File: config.mk
export PLATFORM = sky130hd
export DESIGN_NAME = sbp_core
export DESIGN_NICKNAME = d
export VERILOG_FILES = /design/src/shared/sbp_pkg.sv /design/src/core/sbp_core.sv
export SDC_FILE = /design/constraint.sdc
export NUM_CORES = 1
export LEC_CHECK = 0
export BUFFER_PORTS_ARGS = -buffer_cell sky130_fd_sc_hd__buf_2
export CORE_MARGIN = 4
export CORE_UTILIZATION = 32
export CTS_CLUSTER_SIZE = 8
export DETAILED_ROUTE_END_ITERATION = 12
export PLACE_DENSITY_LB_ADDON = 0.08
export SETUP_SLACK_MARGIN = 0.02
export SLEW_MARGIN = 0
export SYNTH_ARGS = -nofsm -noshare
export SYNTH_HDL_FRONTEND = slang
export SYNTH_HIERARCHICAL = 1
export SYNTH_SLANG_ARGS = --single-unit
File: constraint.sdc
create_clock -name clk -period 4.7 [get_ports clk]
set_clock_uncertainty 0.15 [all_clocks]
set_input_delay 0.705 -clock clk [delete_from_list [all_inputs] [get_ports clk]]
set_output_delay 0.705 -clock clk [all_outputs]
set_load 0.01 [all_outputs]
File: src/shared/sbp_pkg.sv
// Package of register map, field layout and reset values for the serial baud and pin block
// What this block does
// - Stop-in-wait set freezes all serial clocks while the controller is in wait mode.
// - Normal pins as master: sample data on MISO, drive data on MOSI.
// - Normal pins as slave: drive data on MISO, sample data on MOSI.
// - Single-wire master ignores MISO; MOSI is input, or output when bidir enable set.
// - Single-wire slave ignores MOSI; MISO is input, or output when bidir enable set.
// - Baud-rate register is readable and writable at any time in any mode.
// - Baud-rate bit 7 is read-only and always reads zero.
// - Prescaler in bits 6..4 divides the bus clock by code plus one.
// - Divisor field divides prescaler output by two to the power code plus one, max 512.
// - Prescaler output feeds the divider; serial clock is bus clock over both divisors.
// - In single-wire mode bidir enable gates the data driver onto the shared pin.
`default_nettype none
package sbp_pkg;
    // Register indices and byte addresses
    localparam logic [3:0]  IDX_CTRL      = 4'h0;
    localparam logic [3:0]  IDX_BAUD      = 4'h2;
    localparam logic [3:0]  IDX_STATUS    = 4'h3;
    localparam logic [3:0]  IDX_DATA      = 4'h5;
    localparam int          ADDR_LSB      = 2;
    // Control register fields
    localparam int          CTRL_SINGLE   = 0;
    localparam int          CTRL_STOPWAIT = 1;
    localparam int          CTRL_BIDIR_OUTPUT_ENABLE  = 3;
    localparam int          CTRL_MASTER   = 4;
    localparam logic [4:0]  CTRL_RESET    = 5'h00;
    // Baud register fields
    localparam int          BAUD_DIV_LSB  = 0;
    localparam int          BAUD_PRE_LSB  = 4;
    localparam logic [6:0]  BAUD_RESET    = 7'h00;
    localparam logic [3:0]  DIV_CODE_MAX  = 4'h8;
    // Status register fields
    localparam int          STAT_BUSY     = 0;
    localparam int          STAT_RXFULL   = 1;
    localparam int          STAT_TXREADY  = 2;
    // Transfer shape
    localparam logic [3:0]  BITS_PER_WORD = 4'h8;
    localparam logic [7:0]  SLAVE_IDLE_TX = 8'hFF;
    localparam int          FIFO_DEPTH    = 16;
    localparam int          WORD_WIDTH    = 8;
    // Transfer engine states
    typedef enum logic [0:0] {
        SBP_IDLE = 1'b0,
        SBP_RUN  = 1'b1
    } sbp_state_t;
endpackage
`default_nettype wire

File: src/core/sbp_core.sv
// Serial baud generator, pin configuration, transfer engine, APB slave and transmit FIFO
//
// Decided for this implementation: the APB interface to the registers.
`default_nettype none

// Transmit FIFO with valid/ready on both sides
module sbp_fifo #(
    parameter int WIDTH = 8,
    parameter int DEPTH = 16
) (
    // Clock and reset
    input  wire logic             clk,
    input  wire logic             nrst,
    // Fill side
    input  wire logic [WIDTH-1:0] inData,
    input  wire logic             inValid,
    output logic                  inReady,
    // Drain side
    output logic [WIDTH-1:0]      outData,
    output logic                  outValid,
    input  wire logic             outReady
);
    localparam int PW = $clog2(DEPTH);
    typedef struct packed {
        logic [PW-1:0] wrPtr;
        logic [PW-1:0] rdPtr;
        logic [PW:0]   count;
    } sbp_fifo_state_t;

    sbp_fifo_state_t             st;
    sbp_fifo_state_t             next_st;
    logic            [WIDTH-1:0] mem [DEPTH];
    logic                        push;
    logic                        pop;

    // Handshakes and honest flags
    assign inReady  = (st.count != (PW+1)'(DEPTH));
    assign outValid = (st.count != '0);
    assign outData  = mem[st.rdPtr];
    assign push     = inValid & inReady;
    assign pop      = outValid & outReady;

    // Pointer and occupancy update
    always_comb begin
        next_st = st;
        if (push) begin
            next_st.wrPtr = (st.wrPtr == PW'(DEPTH - 1)) ? '0 : st.wrPtr + 1'b1;
        end
        if (pop) begin
            next_st.rdPtr = (st.rdPtr == PW'(DEPTH - 1)) ? '0 : st.rdPtr + 1'b1;
        end
        next_st.count = st.count + (PW+1)'(push) - (PW+1)'(pop);
    end

    always_ff @(posedge clk or negedge nrst) begin
        if (!nrst) begin
            st <= '0;
        end else begin
            st <= next_st;
        end
    end

    // Storage write
    always_ff @(posedge clk) begin
        if (push) begin
            mem[st.wrPtr] <= inData;
        end
    end
endmodule

// Top: APB registers, baud generator, pin steering and shifter
module sbp_core (
    // Clock and reset
    input  wire logic        clk,
    input  wire logic        nrst,
    // APB slave
    input  wire logic        psel,
    input  wire logic        penable,
    input  wire logic        pwrite,
    input  wire logic [7:0]  paddr,
    input  wire logic [31:0] pwdata,
    output logic [31:0]      prdata,
    output logic             pready,
    output logic             pslverr,
    // Controller power state
    input  wire logic        waitMode,
    // Serial clock pin
    input  wire logic        sclkIn,
    output logic             sclkOut,
    output logic             sclkOe_n,
    // Master-out pin
    input  wire logic        mosiIn,
    output logic             mosiOut,
    output logic             mosiOe_n,
    // Master-in pin
    input  wire logic        misoIn,
    output logic             misoOut,
    output logic             misoOe_n
);
    typedef struct packed {
        logic [4:0]          ctrl;
        logic [6:0]          baud;
        sbp_pkg::sbp_state_t xfer;
        logic [2:0]          presCnt;
        logic [7:0]          divCnt;
        logic                sclk;
        logic [7:0]          shifter;
        logic                sampleBit;
        logic [3:0]          bitCnt;
        logic [7:0]          rxData;
        logic                rxFull;
        logic                syncA;
        logic                syncB;
        logic                syncC;
        logic [31:0]         prdata;
        logic                pready;
        logic                pslverr;
        logic                sclkOe_n;
        logic                mosiOut;
        logic                mosiOe_n;
        logic                misoOut;
        logic                misoOe_n;
    } sbp_state_t;

    sbp_state_t  st;
    sbp_state_t  next_st;
    logic [7:0]  txData;
    logic        txValid;
    logic        txPop;
    logic        fifoInReady;
    logic        dataWrite;

    // Decoded fields and bus qualifiers
    logic        isMaster;
    logic        single;
    logic        halted;
    logic [2:0]  preSel;
    logic [3:0]  divSel;
    logic [7:0]  halfLimit;
    logic        rxBit;
    logic [3:0]  regIdx;
    logic        access;
    logic        commit;
    logic        mapped;

    assign isMaster  = st.ctrl[sbp_pkg::CTRL_MASTER];
    assign single    = st.ctrl[sbp_pkg::CTRL_SINGLE];
    assign halted    = st.ctrl[sbp_pkg::CTRL_STOPWAIT] & waitMode;
    assign preSel    = st.baud[sbp_pkg::BAUD_PRE_LSB +: 3];
    assign divSel    = st.baud[sbp_pkg::BAUD_DIV_LSB +: 4];
    assign regIdx    = paddr[sbp_pkg::ADDR_LSB +: 4];
    assign access    = psel & penable;
    assign commit    = access & st.pready;
    assign mapped    = (paddr[1:0] == 2'b00) && (paddr[7:6] == 2'b00)
                       && (regIdx == sbp_pkg::IDX_CTRL || regIdx == sbp_pkg::IDX_BAUD
                       || regIdx == sbp_pkg::IDX_STATUS || regIdx == sbp_pkg::IDX_DATA);
    assign dataWrite = commit & pwrite & mapped & (regIdx == sbp_pkg::IDX_DATA);

    // Half period in prescaled ticks is 2^code; reserved codes clamp to the top
    always_comb begin
        logic [3:0] code;
        logic [8:0] half;
        code      = (divSel > sbp_pkg::DIV_CODE_MAX) ? sbp_pkg::DIV_CODE_MAX : divSel;
        half      = 9'h001 << code;
        halfLimit = 8'(half - 9'h001);
    end

    // Receive pin selection by role and pin mode
    always_comb begin
        if (isMaster) begin
            rxBit = single ? mosiIn : misoIn;
        end else begin
            rxBit = single ? misoIn : mosiIn;
        end
    end

    // Register, baud, shifter and pin next-state logic
    always_comb begin
        logic presTick;
        logic halfTick;
        logic slvRise;
        logic slvFall;
        logic endWord;
        presTick = 1'b0;
        halfTick = 1'b0;
        slvRise  = 1'b0;
        slvFall  = 1'b0;
        endWord  = 1'b0;
        next_st  = st;
        txPop    = 1'b0;

        // Slave clock synchroniser; the first stage feeds only the second
        next_st.syncA = sclkIn;
        next_st.syncB = st.syncA;
        next_st.syncC = st.syncB;

        // Baud chain: prescaler output clocks the divider
        if (!halted && isMaster && st.xfer == sbp_pkg::SBP_RUN) begin
            if (st.presCnt == preSel) begin
                next_st.presCnt = '0;
                presTick        = 1'b1;
            end else begin
                next_st.presCnt = st.presCnt + 3'h1;
            end
            if (presTick) begin
                if (st.divCnt == halfLimit) begin
                    next_st.divCnt = '0;
                    halfTick       = 1'b1;
                end else begin
                    next_st.divCnt = st.divCnt + 8'h01;
                end
            end
        end else if (st.xfer == sbp_pkg::SBP_IDLE) begin
            next_st.presCnt = '0;
            next_st.divCnt  = '0;
        end

        // Slave edges from the external clock, ignored when halted
        if (!isMaster && !halted) begin
            slvRise = st.syncB & ~st.syncC;
            slvFall = ~st.syncB & st.syncC;
        end

        // Transfer engine
        case (st.xfer)
            sbp_pkg::SBP_IDLE: begin
                next_st.bitCnt = '0;
                next_st.sclk   = 1'b0;
                if (!halted && txValid) begin
                    txPop           = 1'b1;
                    next_st.shifter = txData;
                    next_st.xfer    = sbp_pkg::SBP_RUN;
                end else if (!isMaster && slvRise) begin
                    next_st.shifter   = sbp_pkg::SLAVE_IDLE_TX;
                    next_st.sampleBit = rxBit;
                    next_st.xfer      = sbp_pkg::SBP_RUN;
                end
            end
            sbp_pkg::SBP_RUN: begin
                if ((isMaster && halfTick && !st.sclk) || slvRise) begin
                    next_st.sampleBit = rxBit;
                    next_st.sclk      = isMaster;
                end else if ((isMaster && halfTick && st.sclk) || slvFall) begin
                    next_st.sclk    = 1'b0;
                    next_st.shifter = {st.shifter[6:0], st.sampleBit};
                    next_st.bitCnt  = st.bitCnt + 4'h1;
                    endWord         = (st.bitCnt == sbp_pkg::BITS_PER_WORD - 4'h1);
                end
                if (endWord) begin
                    next_st.rxData = {st.shifter[6:0], st.sampleBit};
                    next_st.rxFull = 1'b1;
                    next_st.xfer   = sbp_pkg::SBP_IDLE;
                end
            end
            default: begin
                next_st.xfer = sbp_pkg::SBP_IDLE;
            end
        endcase

        // APB answer one cycle into access; data writes wait for FIFO room
        next_st.pready  = access & ~st.pready & ~(pwrite & mapped
                          & (regIdx == sbp_pkg::IDX_DATA) & ~fifoInReady);
        next_st.pslverr = next_st.pready & ~mapped;
        if (next_st.pready && !pwrite) begin
            case (regIdx)
                sbp_pkg::IDX_CTRL: begin
                    next_st.prdata = {27'h000_0000, st.ctrl};
                end
                sbp_pkg::IDX_BAUD: begin
                    next_st.prdata = {24'h00_0000, 1'b0, st.baud};
                end
                sbp_pkg::IDX_STATUS: begin
                    next_st.prdata = {29'h0000_0000, fifoInReady, st.rxFull,
                                      st.xfer == sbp_pkg::SBP_RUN};
                end
                sbp_pkg::IDX_DATA: begin
                    next_st.prdata = {24'h00_0000, st.rxData};
                end
                default: begin
                    next_st.prdata = '0;
                end
            endcase
            if (!mapped) begin
                next_st.prdata = '0;
            end
        end else if (next_st.pready) begin
            next_st.prdata = '0;
        end

        // Register writes take effect on the completing edge
        if (commit && mapped) begin
            if (pwrite && regIdx == sbp_pkg::IDX_CTRL) begin
                next_st.ctrl = pwdata[4:0];
            end
            if (pwrite && regIdx == sbp_pkg::IDX_BAUD) begin
                next_st.baud = pwdata[6:0];
            end
            if (!pwrite && regIdx == sbp_pkg::IDX_DATA && !endWord) begin
                next_st.rxFull = 1'b0; // Completion wins over the read clear
            end
        end

        // Pin drivers; enables are low while driving
        next_st.sclkOe_n = ~next_st.ctrl[sbp_pkg::CTRL_MASTER];
        next_st.mosiOut  = next_st.shifter[7];
        next_st.misoOut  = next_st.shifter[7];
        if (next_st.ctrl[sbp_pkg::CTRL_MASTER]) begin
            next_st.misoOe_n = 1'b1;
            next_st.mosiOe_n = next_st.ctrl[sbp_pkg::CTRL_SINGLE]
                               & ~next_st.ctrl[sbp_pkg::CTRL_BIDIR_OUTPUT_ENABLE];
        end else begin
            next_st.mosiOe_n = 1'b1;
            next_st.misoOe_n = next_st.ctrl[sbp_pkg::CTRL_SINGLE]
                               & ~next_st.ctrl[sbp_pkg::CTRL_BIDIR_OUTPUT_ENABLE];
        end
    end

    // State register
    always_ff @(posedge clk or negedge nrst) begin
        if (!nrst) begin
            st          <= '0;
            st.ctrl     <= sbp_pkg::CTRL_RESET;
            st.baud     <= sbp_pkg::BAUD_RESET;
            st.xfer     <= sbp_pkg::SBP_IDLE;
            st.sclkOe_n <= 1'b1;
            st.mosiOe_n <= 1'b1;
            st.misoOe_n <= 1'b1;
        end else begin
            st <= next_st;
        end
    end

    // Transmit FIFO between the data register and the shifter
    sbp_fifo #(
        .WIDTH (sbp_pkg::WORD_WIDTH),
        .DEPTH (sbp_pkg::FIFO_DEPTH)
    ) u_txFifo (
        .clk      (clk),
        .nrst     (nrst),
        .inData   (pwdata[7:0]),
        .inValid  (dataWrite),
        .inReady  (fifoInReady),
        .outData  (txData),
        .outValid (txValid),
        .outReady (txPop)
    );

    // Outputs straight from the state register
    assign prdata   = st.prdata;
    assign pready   = st.pready;
    assign pslverr  = st.pslverr;
    assign sclkOut  = st.sclk;
    assign sclkOe_n = st.sclkOe_n;
    assign mosiOut  = st.mosiOut;
    assign mosiOe_n = st.mosiOe_n;
    assign misoOut  = st.misoOut;
    assign misoOe_n = st.misoOe_n;
endmodule
`default_nettype wire

==> metrics <==
status finished, final reports clean; crit-path max cell delay 0.57 ns; # DRC 0; yosys warns 6; n_diodes 0; Crit path buffers/inverters 0; row count 62; die area 32,000 um2; WS Path Type flip-flop to flip-flop; area grow syn2layout 13.8%; crit end category flip-flop; asr flop ratio synth 0.373; Initial Util 0.325; Routability Congestion 0.755; RSZ-0062 raised after global routing no; root buf cell clkbuf_16; crit start category flip-flop; first-pass GRT wire length 34,100 um; Yosys reg bits 204; Sink Count 204; commonest register cell after synthesis edfxtp_1; Fin Hold WS 0.123 ns; Worst Hold Class input port to flip-flop; Crit path top cell by count xnor2_1; number of CTS-inserted buffers 29; Unique masters post-synth 70; Slowest-stage cell, CP dfrtp_1; Max Fanout on Critical Path 14; Global Route Usage Sum 0.141; Vias 5,439; Required @ worst endpoint 4.98 ns; Routed WL per cell 20.2 um; Final Critical Period 3.44 ns; clock latency on the worst-skew pair 0.54 ns; share of cells above drive strength 1 0.198; delay-heaviest family, CP simple AND/OR/NAND/NOR gates; Die Y 179 um; Post-DP Area 9800 um2; Avg Synthesized Cell Area 14.2 um2; f_max 291 MHz; PD cells 416 nW/um2; largest net degree at the start of global routing 77; final setup fails 0; initial antenna violation count 0; Core Area 28,800 um2; CP cell instances or4_4 -> ha_1 -> xnor2_1 -> xnor2_1 -> nor4_4 -> nand4_4 -> a21oi_4 -> mux2_4; cts repair resizes 0; die width 179 um; most frequent cells in the layout edfxtp_1 (128), dfrtp_1 (71), mux2i_1 (41); worst vdd ir 0.000278 V; CTS tree yes; first-iteration detailed-routing DRC count 362; sequential element share of the synthesized area 0.615; I/O pin count 89; total power 0.00443 W; final hold vios 0; Worst Tran Pin Value 1.05 ns; CTS clk-pin slew, worst paths 0.06 ns; number of synthesized flops with an enable pin 128; GRT overflow 0; Slew HR 0.303; Leak 3.96 nW; Fill cells 2,757; Hold Buf Count CTS 0; dpl hpwl 14,700 um; Vias/cell 4.92; drt pass-1 iters 5; most common cell after layout, fill and taps aside edfxtp_1; Routed Antenna Nets 0; post-synthesis cell area 9350 um2; Slew Viols, Final 0; CTS H-Tree Depth 1; CTS Buffer Depth 3; pre-CTS WS 0.970 ns; Buffers on Ports 40; Post-CTS Setup Repair Bufs 0; Final Instance Area 10,600 um2; drt total wl 22,300 um; max-capacitance violation count 0; final worst slack 1.26 ns; CP arrival 3.71 ns; Mapped Cells 658; Final period util 0.731; vias in the first global route 5,529; Nets 764; Setup TNS Final 0 ns
[kinds of logic (layout without fill, tap and decap cells)]
kind of cell,count (synthesis),after routing,synth area share
adder cells (fa/ha/maj),16,16,0.0222
AO/OA/AOI/OAI,105,105,0.0786
buffers and inverters,94,135,0.0549
flip-flops,204,204,0.615
multiplexers,88,88,0.134
other,1,24,0.000401
XOR/XNOR,14,14,0.0131
AND/OR/NAND/NOR,136,136,0.0816
[Yosys cell counts (3+ instances only)]
cell        n  share of area
edfxtp_1  128           0.41
dfrtp_1    73           0.20
mux2i_1    41          0.044
buf_4      35          0.028
nand2_1    32          0.013
inv_1      31          0.012
o21ai_0    25          0.013
mux4_2     24          0.058
nand3_1    23          0.012
nor2_1     21         0.0084
a21oi_1    15         0.0080
clkbuf_1   15         0.0060
ha_1       15          0.020
mux2_4     12          0.019
nor3_1     12         0.0064
mux2_2     11          0.013
xnor2_1    11          0.010
a22oi_1    10         0.0080
o22ai_1     9         0.0060
a31oi_1     8         0.0054
a32oi_1     8         0.0075
a21o_1      6         0.0048
and3_1      6         0.0040
a222oi_1    5         0.0054
nand3b_1    5         0.0040
nand4_1     5         0.0033
and2_1      4         0.0027
buf_1       4         0.0016
buf_2       4         0.0021
nand2b_1    4         0.0027
buf_6       3         0.0036
dfstp_2     3         0.0084
nor2b_1     3         0.0020
or3_1       3         0.0020
xor2_1      3         0.0028
[state kept, by name, indices dropped and copies added (netlist names), 2 cells and up]
| name | count |
|---|---|
| divSel | 4 |
| prdata | 8 |
| u_txFifo/mem | 128 |
| next_st | 2 |
| preSel | 3 |
| u_txFifo/st | 13 |
| st | 38 |
[worst reg2reg max path, stage by stage, from the launching register on]
cell and delay [ns]:
dfrtp_1 0.57, or4_4 0.57, ha_1 0.28, xnor2_1 0.16, xnor2_1 0.17, nor4_4 0.32
nand4_4 0.26, a21oi_4 0.50, mux2_4 0.35
[worst paths after layout]
check                      depth (start not counted)  slack [ns]                   from                          to
setup / recovery                                   8        1.26  divSel[3]$_DFFE_PN0P_          st[45]$_DFFE_PN0P_
hold / removal                                     1        0.12                 sclkIn       next_st[40]$_DFF_PN0_
setup reg to reg                                   8        1.26  divSel[3]$_DFFE_PN0P_          st[45]$_DFFE_PN0P_
hold reg to reg                                    0        0.22  next_st[40]$_DFF_PN0_       next_st[39]$_DFF_PN0_
max in group asynchronous                          1        3.49                   nrst  u_txFifo/st[6]$_DFFE_PN0P_
min in group asynchronous                          1        0.16                   nrst           pslverr$_DFF_PN0_
[report_power, final]
group	internal, W	switching [W]	total, W
clock network	0.00117	0.000766	0.00194
logic	0.000198	0.000207	0.000405
registers	0.00199	0.0000961	0.00209
[metrics by stage]
stage               utilization  cells
floorplan                     -    681
global placement          0.340   1052
detailed placement        0.340   1052
CTS                       0.370   1106
global route              0.370   1106
finish                    0.370   1106
[area by class of cell]
type | instances | area [um2] | share of cell area
Timing Repair Buffer | 49 | 270 | 0.0254
Clock buffer | 53 | 826 | 0.0776
Multi-Input combinational cell | 383 | 3170 | 0.298
Tap cell | 384 | 480 | 0.0451
Inverter | 32 | 120 | 0.0113
Clock inverter | 1 | 20.0 | 0.00188
Sequential cell | 204 | 5750 | 0.541
[layer usage]
| metal | global-route usage | share of wire |
|---|---|---|
| met3 | 0.0234 | 0.042 |
| met1 | 0.192 | 0.45 |
| met4 | 0.0342 | 0.023 |
| met2 | 0.236 | 0.49 |
| met5 | 0 | 0 |
(Power assumes the default switching activity.)
